## config.mk

```make
export PLATFORM = sky130hd
export DESIGN_NAME = mbs_slave
export DESIGN_NICKNAME = d
export VERILOG_FILES = /design/src/shared/mbs_pkg.sv /design/src/logic/mbs_slave.sv
export VERILOG_INCLUDE_DIRS = /design/src /design/src/shared
export SDC_FILE = /design/constraint.sdc
export NUM_CORES = 2
export LEC_CHECK = 0
export BUFFER_PORTS_ARGS = -buffer_cell sky130_fd_sc_hd__buf_2
export CAP_MARGIN = 20
export CORE_MARGIN = 4
export CORE_UTILIZATION = 55
export DETAILED_ROUTE_END_ITERATION = 10
export PLACE_DENSITY = 0.7
export REMOVE_ABC_BUFFERS = 1
export SLEW_MARGIN = 20
export SYNTH_ARGS = -nofsm -noshare
export SYNTH_HDL_FRONTEND = slang
export SYNTH_SLANG_ARGS = --single-unit
export TNS_END_PERCENT = 50
```

## constraint.sdc

```tcl
create_clock -name ref_clk -period 9.1 [get_ports ref_clk]
set_input_delay 0 -clock ref_clk [delete_from_list [all_inputs] [get_ports ref_clk]]
set_output_delay 0 -clock ref_clk [all_outputs]
set_load 0.01 [all_outputs]
```

## src/shared/mbs_defines.svh

```systemverilog
// Purpose: constants of the serial register-access slave
// Assumes: 250 MHz ref_clk
// Notes: offsets are register numbers on the serial protocol
`ifndef MBS_DEFINES_SVH
`define MBS_DEFINES_SVH
`define MB_FC_RD_HOLD 8'h03
`define MB_FC_RD_IN 8'h04
`define MB_FC_WR_ONE 8'h06
`define MB_FC_WR_MULTI 8'h10
`define MB_FC_IDENT 8'h11
`define MB_EXC_FLAG 8'h80
`define MB_EXC_FUNC 8'h01
`define MB_EXC_ADDR 8'h02
`define MB_EXC_VALUE 8'h03
`define MB_BASE_FLT 16'h1d4c
`define MB_BASE_M7 16'h1b58
`define MB_BASE_M6 16'h1770
`define MB_BASE_INT 16'h0fa0
`define MB_MAX_REGS 16'h0010
`define MB_CRC_INIT 16'hffff
`define MB_CRC_POLY 16'ha001
`define MB_IDENT_BYTES 8'h02
`define MB_RUN_STATUS 8'hff
`define MB_RESP_MAX_MS 200
`define MB_CLK_MHZ 250
`define MB_RESP_CYC (`MB_RESP_MAX_MS * 1000 * `MB_CLK_MHZ)
`endif

```

## src/shared/mbs_pkg.sv

```systemverilog
// Purpose: types of the serial register-access slave
// Assumes: nothing
// Notes: none
package mbs_pkg;
  typedef enum logic [1:0] {ST_RECV, ST_CHECK, ST_WRITE, ST_RESP} state_t;
  typedef enum logic [2:0] {AR_NONE, AR_FLT, AR_M7, AR_M6, AR_INT} area_t;
  typedef enum logic [1:0] {RS_READ, RS_ECHO, RS_EXC, RS_IDENT} rsp_t;
endpackage : mbs_pkg

```

## src/logic/mbs_slave.sv

```systemverilog
// Purpose: frame decode, register access and answer build for a serial slave
// Assumes: a uart layer on ref_clk delivers bytes and an end-of-frame pulse
// Notes: answers leave through a registered fifo
`timescale 1ns/1ps
`include "mbs_defines.svh"

// ----------------------------------------
// answer fifo
// ----------------------------------------
module mbs_fifo #(parameter int WIDTH = 8, parameter int DEPTH = 32) (
  input wire logic clk,
  input wire logic rst_n,
  input wire logic [WIDTH-1:0] in_data,
  input wire logic in_valid,
  output logic in_ready,
  output logic [WIDTH-1:0] out_data,
  output logic out_valid,
  input wire logic out_ready
);
  localparam int AW = $clog2(DEPTH);
  logic [WIDTH-1:0] mem [DEPTH];
  logic [AW:0] wr, rd, next_wr, next_rd;
  logic [WIDTH-1:0] next_out_data;
  logic next_out_valid, next_in_ready, load;
  // pointer and output stage update
  always_comb begin
    load = (wr != rd) && (!out_valid || out_ready);
    next_rd = load ? rd + 1'b1 : rd;
    next_wr = (in_valid && in_ready) ? wr + 1'b1 : wr;
    next_out_data = load ? mem[rd[AW-1:0]] : out_data;
    next_out_valid = load || (out_valid && !out_ready);
    next_in_ready = (next_wr - next_rd) < (AW+1)'(DEPTH); // honest full
  end
  always_ff @(posedge clk or negedge rst_n) begin
    if (!rst_n) begin
      wr <= '0;
      rd <= '0;
      out_data <= '0;
      out_valid <= 1'b0;
      in_ready <= 1'b0;
    end else begin
      wr <= next_wr;
      rd <= next_rd;
      out_data <= next_out_data;
      out_valid <= next_out_valid;
      in_ready <= next_in_ready;
    end
  end
  always_ff @(posedge clk) begin
    if (in_valid && in_ready) mem[wr[AW-1:0]] <= in_data;
  end
endmodule : mbs_fifo

// ----------------------------------------
// slave core
// ----------------------------------------
module mbs_slave
  import mbs_pkg::*;
#(
  parameter int NFLT = 8,
  parameter int NINT = 16,
  parameter int RXN = 32,
  parameter int FIFO_DEPTH = 32,
  parameter int RESP_CYC = `MB_RESP_CYC,
  parameter logic [7:0] IDENT_CODE = 8'h5a // arbitrary value
) (
  input wire logic ref_clk,
  input wire logic rst_n,
  input wire logic [7:0] slave_addr,
  input wire logic [7:0] rx_data,
  input wire logic rx_valid,
  input wire logic rx_char_err,
  input wire logic rx_frame_end,
  output logic [7:0] tx_data,
  output logic tx_valid,
  input wire logic tx_ready,
  output logic frame_drop,
  input wire logic meas_we,
  input wire logic [$clog2(NFLT)-1:0] meas_idx,
  input wire logic [31:0] meas_val
);
  localparam int RW = $clog2(RXN);
  localparam int FW = $clog2(NFLT);
  localparam int IW = $clog2(NINT);

  function automatic logic [15:0] crc_upd(input logic [15:0] c, input logic [7:0] d);
    logic [15:0] r;
    r = c ^ {8'h00, d};
    for (int b = 0; b < 8; b++) r = r[0] ? ((r >> 1) ^ `MB_CRC_POLY) : (r >> 1);
    return r;
  endfunction : crc_upd

  function automatic area_t area_of(input logic [15:0] s, input logic [15:0] n);
    logic [16:0] e;
    e = {1'b0, s} + {1'b0, n};
    if (s >= `MB_BASE_FLT && e <= 17'(`MB_BASE_FLT) + 17'(NFLT)) return AR_FLT;
    if (s >= `MB_BASE_M7 && e <= 17'(`MB_BASE_M7) + 17'(2*NFLT)) return AR_M7;
    if (s >= `MB_BASE_M6 && e <= 17'(`MB_BASE_M6) + 17'(2*NFLT)) return AR_M6;
    if (s >= `MB_BASE_INT && e <= 17'(`MB_BASE_INT) + 17'(NINT)) return AR_INT;
    return AR_NONE;
  endfunction : area_of

  state_t state, next_state;
  area_t area, next_area;
  rsp_t kind, next_kind;
  logic [7:0] buf_q [RXN];
  logic [7:0] next_buf [RXN];
  logic [31:0] flt [NFLT];
  logic [31:0] next_flt [NFLT];
  logic [15:0] ints [NINT];
  logic [15:0] next_ints [NINT];
  logic [RW:0] rx_cnt, next_rx_cnt;
  logic [15:0] crc, next_crc;
  logic rx_bad, next_rx_bad, next_drop, push, push_ready;
  logic [7:0] tidx, next_tidx, rlen, next_rlen, exc, next_exc, tbyte, push_data, i8;
  logic [31:0] wdog, next_wdog;
  logic [15:0] start, cnt, ofs, w16;
  logic [7:0] fc, nbytes;
  logic [31:0] fv;

  assign fc = buf_q[1];
  assign start = {buf_q[2], buf_q[3]};
  assign cnt = {buf_q[4], buf_q[5]};

  // answer byte at position tidx
  always_comb begin
    i8 = tidx - 8'h03;
    ofs = '0;
    w16 = '0;
    fv = '0;
    tbyte = '0;
    case (area)
      AR_FLT: ofs = start - `MB_BASE_FLT + 16'(i8[7:2]);
      AR_M7: ofs = start - `MB_BASE_M7 + 16'(i8[7:1]);
      AR_M6: ofs = start - `MB_BASE_M6 + 16'(i8[7:1]);
      default: ofs = start - `MB_BASE_INT + 16'(i8[7:1]);
    endcase
    fv = flt[area == AR_FLT ? ofs[FW-1:0] : ofs[FW:1]];
    w16 = ints[ofs[IW-1:0]];
    if (tidx == 8'h00) begin
      tbyte = buf_q[0];
    end else if (tidx == 8'h01) begin
      tbyte = (kind == RS_EXC) ? (fc | `MB_EXC_FLAG) : fc;
    end else if (kind == RS_EXC) begin
      tbyte = exc;
    end else if (kind == RS_ECHO) begin
      tbyte = buf_q[tidx[RW-1:0]];
    end else if (kind == RS_IDENT) begin
      tbyte = (tidx == 8'h02) ? `MB_IDENT_BYTES : (tidx == 8'h03) ? IDENT_CODE : `MB_RUN_STATUS;
    end else if (tidx == 8'h02) begin
      tbyte = rlen - 8'h05;
    end else begin
      case (area)
        // concatenation keeps the inverted byte index at two bits
        AR_FLT: tbyte = fv[{~i8[1:0], 3'b000} +: 8];
        AR_M7: tbyte = fv[8*{~ofs[0], ~i8[0]} +: 8];
        AR_M6: tbyte = fv[8*{ofs[0], ~i8[0]} +: 8];
        default: tbyte = i8[0] ? w16[7:0] : w16[15:8];
      endcase
    end
    push_data = (tidx == rlen - 8'h02) ? crc[7:0] : (tidx == rlen - 8'h01) ? crc[15:8] : tbyte;
  end

  // ----------------------------------------
  // frame receive, decode, write and answer
  // ----------------------------------------
  always_comb begin
    next_state = state;
    next_area = area;
    next_kind = kind;
    next_buf = buf_q;
    next_flt = flt;
    next_ints = ints;
    next_rx_cnt = rx_cnt;
    next_crc = crc;
    next_rx_bad = rx_bad;
    next_drop = 1'b0;
    next_tidx = tidx;
    next_rlen = rlen;
    next_exc = exc;
    next_wdog = wdog;
    push = 1'b0;
    nbytes = '0;
    if (meas_we) next_flt[meas_idx] = meas_val;
    case (state)
      ST_RECV: begin
        if (rx_valid) begin
          if (rx_cnt < (RW+1)'(RXN)) next_buf[rx_cnt[RW-1:0]] = rx_data;
          else next_rx_bad = 1'b1;
          if (rx_cnt < (RW+1)'(RXN)) next_rx_cnt = rx_cnt + 1'b1;
          next_crc = crc_upd(crc, rx_data);
          if (rx_char_err) next_rx_bad = 1'b1;
        end
        // gap at the chosen baud rate closes the frame
        if (rx_frame_end) begin
          if (rx_cnt >= (RW+1)'(4) && crc == 16'h0000 && !rx_bad && buf_q[0] == slave_addr)
            next_state = ST_CHECK;
          else next_drop = 1'b1;
          // an accepted frame keeps its length for the write check
          if (next_drop) next_rx_cnt = '0;
          next_crc = `MB_CRC_INIT;
          next_rx_bad = 1'b0;
        end
      end
      ST_CHECK: begin
        next_rx_cnt = '0;
        next_tidx = '0;
        next_wdog = '0;
        next_state = ST_RESP;
        next_kind = RS_EXC;
        next_rlen = 8'h05;
        next_exc = `MB_EXC_FUNC;
        case (fc)
          `MB_FC_RD_HOLD, `MB_FC_RD_IN: begin
            next_area = area_of(start, cnt);
            nbytes = (next_area == AR_FLT) ? {cnt[5:0], 2'b00} : {1'b0, cnt[5:0], 1'b0};
            if (cnt == '0 || cnt > `MB_MAX_REGS) next_exc = `MB_EXC_VALUE;
            else if (next_area == AR_NONE) next_exc = `MB_EXC_ADDR;
            else begin
              next_kind = RS_READ;
              next_rlen = 8'h05 + nbytes;
            end
          end
          `MB_FC_WR_ONE: begin
            next_area = area_of(start, 16'h0001);
            if (next_area != AR_INT) next_exc = `MB_EXC_ADDR;
            else begin
              next_kind = RS_ECHO;
              next_rlen = 8'h08;
              next_state = ST_WRITE;
            end
          end
          `MB_FC_WR_MULTI: begin
            next_area = area_of(start, cnt);
            nbytes = (next_area == AR_FLT) ? {cnt[5:0], 2'b00} : {1'b0, cnt[5:0], 1'b0};
            if (cnt == '0 || cnt > `MB_MAX_REGS || buf_q[6] != nbytes
                || 8'(rx_cnt) != nbytes + 8'h09) next_exc = `MB_EXC_VALUE;
            else if (next_area != AR_FLT && next_area != AR_INT) next_exc = `MB_EXC_ADDR;
            else begin
              next_kind = RS_ECHO;
              next_rlen = 8'h08;
              next_state = ST_WRITE;
            end
          end
          `MB_FC_IDENT: begin
            next_kind = RS_IDENT;
            next_rlen = 8'h07;
          end
          default: next_exc = `MB_EXC_FUNC;
        endcase
      end
      ST_WRITE: begin
        // one register per cycle, tidx counts registers
        if (fc == `MB_FC_WR_ONE) begin
          next_ints[IW'(start - `MB_BASE_INT)] = cnt;
          next_tidx = '0;
          next_state = ST_RESP;
        end else begin
          if (area == AR_FLT)
            next_flt[FW'(start - `MB_BASE_FLT + 16'(tidx))] = {buf_q[RW'(7 + 4*tidx)],
              buf_q[RW'(8 + 4*tidx)], buf_q[RW'(9 + 4*tidx)], buf_q[RW'(10 + 4*tidx)]};
          else
            next_ints[IW'(start - `MB_BASE_INT + 16'(tidx))] =
              {buf_q[RW'(7 + 2*tidx)], buf_q[RW'(8 + 2*tidx)]};
          next_tidx = tidx + 1'b1;
          if (16'(tidx) + 16'h0001 == cnt) begin
            next_tidx = '0;
            next_state = ST_RESP;
          end
        end
      end
      default: begin
        push = push_ready;
        if (tidx == 8'h00 && !push_ready) next_wdog = wdog + 1;
        if (push_ready) begin
          if (tidx < rlen - 8'h02) next_crc = crc_upd(crc, tbyte);
          next_tidx = tidx + 1'b1;
          if (tidx == rlen - 8'h01) begin
            next_state = ST_RECV;
            next_crc = `MB_CRC_INIT;
          end
        end else if (tidx == 8'h00 && wdog == 32'(RESP_CYC - 1)) begin
          next_state = ST_RECV;
          next_drop = 1'b1;
        end
      end
    endcase
    if (state == ST_CHECK) next_crc = `MB_CRC_INIT;
  end

  always_ff @(posedge ref_clk or negedge rst_n) begin
    if (!rst_n) begin
      state <= ST_RECV;
      area <= AR_NONE;
      kind <= RS_EXC;
      rx_cnt <= '0;
      crc <= `MB_CRC_INIT;
      rx_bad <= 1'b0;
      frame_drop <= 1'b0;
      tidx <= '0;
      rlen <= '0;
      exc <= '0;
      wdog <= '0;
      for (int k = 0; k < NFLT; k++) flt[k] <= '0;
      for (int k = 0; k < NINT; k++) ints[k] <= '0;
      for (int k = 0; k < RXN; k++) buf_q[k] <= '0;
    end else begin
      state <= next_state;
      area <= next_area;
      kind <= next_kind;
      rx_cnt <= next_rx_cnt;
      crc <= next_crc;
      rx_bad <= next_rx_bad;
      frame_drop <= next_drop;
      tidx <= next_tidx;
      rlen <= next_rlen;
      exc <= next_exc;
      wdog <= next_wdog;
      flt <= next_flt;
      ints <= next_ints;
      buf_q <= next_buf;
    end
  end

  mbs_fifo #(.WIDTH(8), .DEPTH(FIFO_DEPTH)) u_fifo (
    .clk(ref_clk), .rst_n(rst_n), .in_data(push_data), .in_valid(push),
    .in_ready(push_ready), .out_data(tx_data), .out_valid(tx_valid), .out_ready(tx_ready)
  );
endmodule : mbs_slave

```

==> run_results.csv <==
group,metric,value,unit
critical_path,crit_chain,"ha_1 -> xnor2_1 -> ha_1 -> inv_1 -> fa_1 -> or3b_2 -> a21o_1 -> o21ai_4 -> buf_4 -> mux4_2 -> mux2i_1 -> nor2_1 -> nor4_1 -> o21ai_1 -> xnor2_2 -> xnor3_1 -> xor2_1 -> a211o_1 -> a31oi_1",
sta,tightestPinTransition,1.258,ns
critical_path,cpMostUsedCell,"ha_1",
logic_synthesis,yosysUniqueCellTypes,103,
placed_design,dp_hpwl,139.8,mm
placed_design,place_area,65590,µm²
routing,drt_drc_violations_left,0,
layout,final_util,61.17,%
hold_path,hp-class,"input pin to register",
floorplanning,core_area,114800,µm²
critical_path,critPathArrivalTime,8.31,ns
routing,wire_per_inst,29.61,µm
layout,drive_above_1_share,21.15,%
logic_synthesis,synth_xor_area_share,2.412,%
pwr,power.density,281.3,nW/µm²
sta,slew_viol_final,0,
floorplanning,ioPinCount,68,
sta,skew,0.04671,ns
logic_synthesis,netlist_instances,5820,
sta,setup_viol,0,
sta,rsz0062_at_grt,"no",
logic_synthesis,ys_seq_area_share,46.24,%
critical_path,start_kind,"register",
logic_synthesis,async_flop_share,77.28,%
sta,finalHoldViolCount,0,
run_status,status,"complete, no violations",
critical_path,crit_path_top_delay_cell,"nor4_1",
critical_path,crit_path_max_incr_delay,1.04,ns
pwr,p_leak,28.72,nW
global_routing,grt_pass1_vias,48990,
critical_path,worstPathRequired,9.77,ns
clock_network,cts_tree,"built",
logic_synthesis,avgSynthCellArea,10.96,µm²
logic_synthesis,synth_simple_gate_area_share,11.05,%
logic_synthesis,muxShareOfSynthArea,21.10,%
critical_path,worstPathMaxFanout,35,
flow_run,drv_cap,0,
clock_network,clk_latency,0.77,ns
global_routing,grtUsageTotal,35.39,%
routing,vias,50920,
sta,slew_headroom,15.81,%
clock_network,htreeDepth,3,
clock_network,clockRootBuffer,"clkbuf_16",
logic_synthesis,synth-adder-area-share,1.745,%
routing,first_pass_iters,8,
placed_design,dpl_worst_slack,1.755,ns
layout,area_delta_synth_final,10.06,%
global_routing,grt_max_degree,153,
pwr,peakVddDrop,0.3164,mV
floorplanning,die-area,121500,µm²
logic_synthesis,synth_top_family_by_area,"multiplexers",
floorplanning,start_util,55.58,%
routing,drtAntennaViolNets,0,
logic_synthesis,ys_dominant_reg_cell,"dfrtp_1",
layout,nets,5879,
logic_synthesis,yosys_register_bits,1127,
critical_path,end_kind,"register",
clock_network,cts.path.max_buffers,3,
logic_synthesis,ys_warn_count,0,
logic_synthesis,synth-compound-area-share,14.01,%
floorplanning,die-height,348.6,µm
global_routing,grt_pass1_wl,324.2,mm
clock_network,cts_made_buffers,120,
placed_design,numPortBuffers,67,
critical_path,cp_top_family,"simple AND/OR/NAND/NOR gates",
global_routing,overflow,0,
logic_synthesis,synth_area,63810,µm²
clock_network,cts_sinks,1127,
logic_synthesis,synth_edf_count,256,
sta,setup_ws,1.456,ns
sta,fin_crit_sh,84.00,%
placed_design,gp_congestion,0.9852,
layout,fill_cells,9278,
critical_path,path_buf_inv,2,
floorplanning,die_x,348.6,µm
global_routing,antenna_found_initial,14,
routing,vias_per_cell,6.918,
clock_network,clkTransAtPathRegs,0.07,ns
critical_path,worstSetupPathType,"register to register",
routing,dr.first_iter.drc_count,7120,
routing,drt-total-wl,218.0,mm
pwr,finalPower,19.75,mW
sta,fmax,0.1308,GHz
layout,fin_area,70230,µm²
floorplanning,fp-row-count,124,
sta,period_minus_slack,7.644,ns
## layout by cell type, fill, tap and decap left out, types with 59 or more instances in the layout
cell and count:
nand2_1 571, mux2i_1 190, o21ai_0 326, nor2_1 455, a21oi_1 487, dfrtp_1 850
inv_1 59, mux2_2 410, a22oi_1 206, ha_1 80, mux4_2 304, buf_4 138
nor2b_1 151, nand3_1 103, xnor2_1 102, buf_2 66, a211oi_1 141, edfxtp_1 256
xor2_1 60, clkbuf_16 121
## repair_timing
| item | in CTS | in global routing |
|---|---|---|
| buffers inserted | 0 | 0 |
| resized for setup | 0 | 0 |
| hold buffers | 47 | 0 |
| hold endpoints to repair | 1061 | 0 |
## routing by layer
layer | vias up | track usage [%] | part of all wire [%]
met5 | - | 0 | 0.041
met4 | 14 | 21.06 | 7.2
met3 | 789 | 9.805 | 12
met2 | 3339 | 51.40 | 43
met1 | 25330 | 47.80 | 38
li1 | 21440 | - | -
## per-stage QoR
step	cells	setup TNS [ns]	hold WS (ns)
after floorplan	5353	-4359.27	-0.2956
after global placement	7073	0	0.007082
after detailed placement	7075	0	0.009682
after CTS	7347	0	0.02983
after global routing	7352	0	0.06856
final	7360	0	0.05914
## flip-flops by register name, summed over array words and instances, names as in the netlist
signal	flops
buf_q	248
rx_cnt	6
u_fifo.out_data	8
exc	2
rlen	8
u_fifo.wr	6
state	2
fc	8
kind	2
rx_bad	1
frame_drop	1
ints	256
wdog	32
area	3
u_fifo.out_valid	1
u_fifo.in_ready	1
crc	16
tidx	8
u_fifo.mem	256
u_fifo.rd	6
flt	256
## cell type report
type | count | area [µm²] | share of cell area [%]
multi-input combinational | 4163 | 32490 | 46.26
sequential | 1127 | 29520 | 42.03
clock buffer | 172 | 3390 | 4.826
timing repair buffer | 260 | 2007 | 2.858
tap | 1512 | 1892 | 2.694
clock inverter | 53 | 674.4 | 0.9603
inverter | 63 | 236.5 | 0.3367
antenna | 10 | 25.02 | 0.03563
## tightest hold or removal path, delay by kind of cell
kind	cells	cell delay, ns
AO/OA/AOI/OAI	2	0.17
buffers and inverters	2	0.38
AND/OR/NAND/NOR	2	0.21
## kinds of logic after synthesis
family	count (synthesis)
xor gates and xnor gates	169
buffers and inverters	530
muxes	914
adders and majority gates	86
and+or+nand+nor	1553
DFF	1127
AOI/OAI and AO/OA	1441
## worst paths after layout
kind	from	end	slack [ns]	cells after the start
min in group asynchronous	rst_n	rx_cnt[5]$_DFFE_PN0P_	0.48	4
max in group asynchronous	rst_n	ints[67]$_DFFE_PN0P_	6.95	5
hold reg to reg	ints[45]$_DFFE_PN0P_	ints[45]$_DFFE_PN0P_	0.48	2
setup reg to reg	tidx[0]$_DFFE_PN0P_	crc[0]$_DFFE_PN1P_	1.46	19
setup / recovery	tidx[0]$_DFFE_PN0P_	crc[0]$_DFFE_PN1P_	1.46	19
hold / removal	meas_idx[0]	flt[177]$_DFF_PN0_	0.06	6
## power by group
group,internal (mW),switching (mW)
Clock,2.89,2.16
Sequential,6.11,0.425
Combinational,3.12,5.05
Total,12.1,7.63
## synthesized netlist by cell type (103+ instances only)
| cell | count | area share (%) |
|---|---|---|
| dfrtp_1 | 854 | 33 |
| o21ai_0 | 342 | 2.7 |
| nor2b_1 | 152 | 1.5 |
| clkbuf_1 | 363 | 2.1 |
| mux4_2 | 304 | 11 |
| a22oi_1 | 206 | 2.4 |
| nor2_1 | 470 | 2.8 |
| edfxtp_1 | 256 | 12 |
| nand2_1 | 571 | 3.4 |
| nand3_1 | 103 | 0.81 |
| mux2_2 | 410 | 7.2 |
| mux2i_1 | 199 | 3.1 |
| a211oi_1 | 141 | 1.7 |
| a21oi_1 | 487 | 3.8 |
No activity file was read; power rests on OpenSTA's default activity.
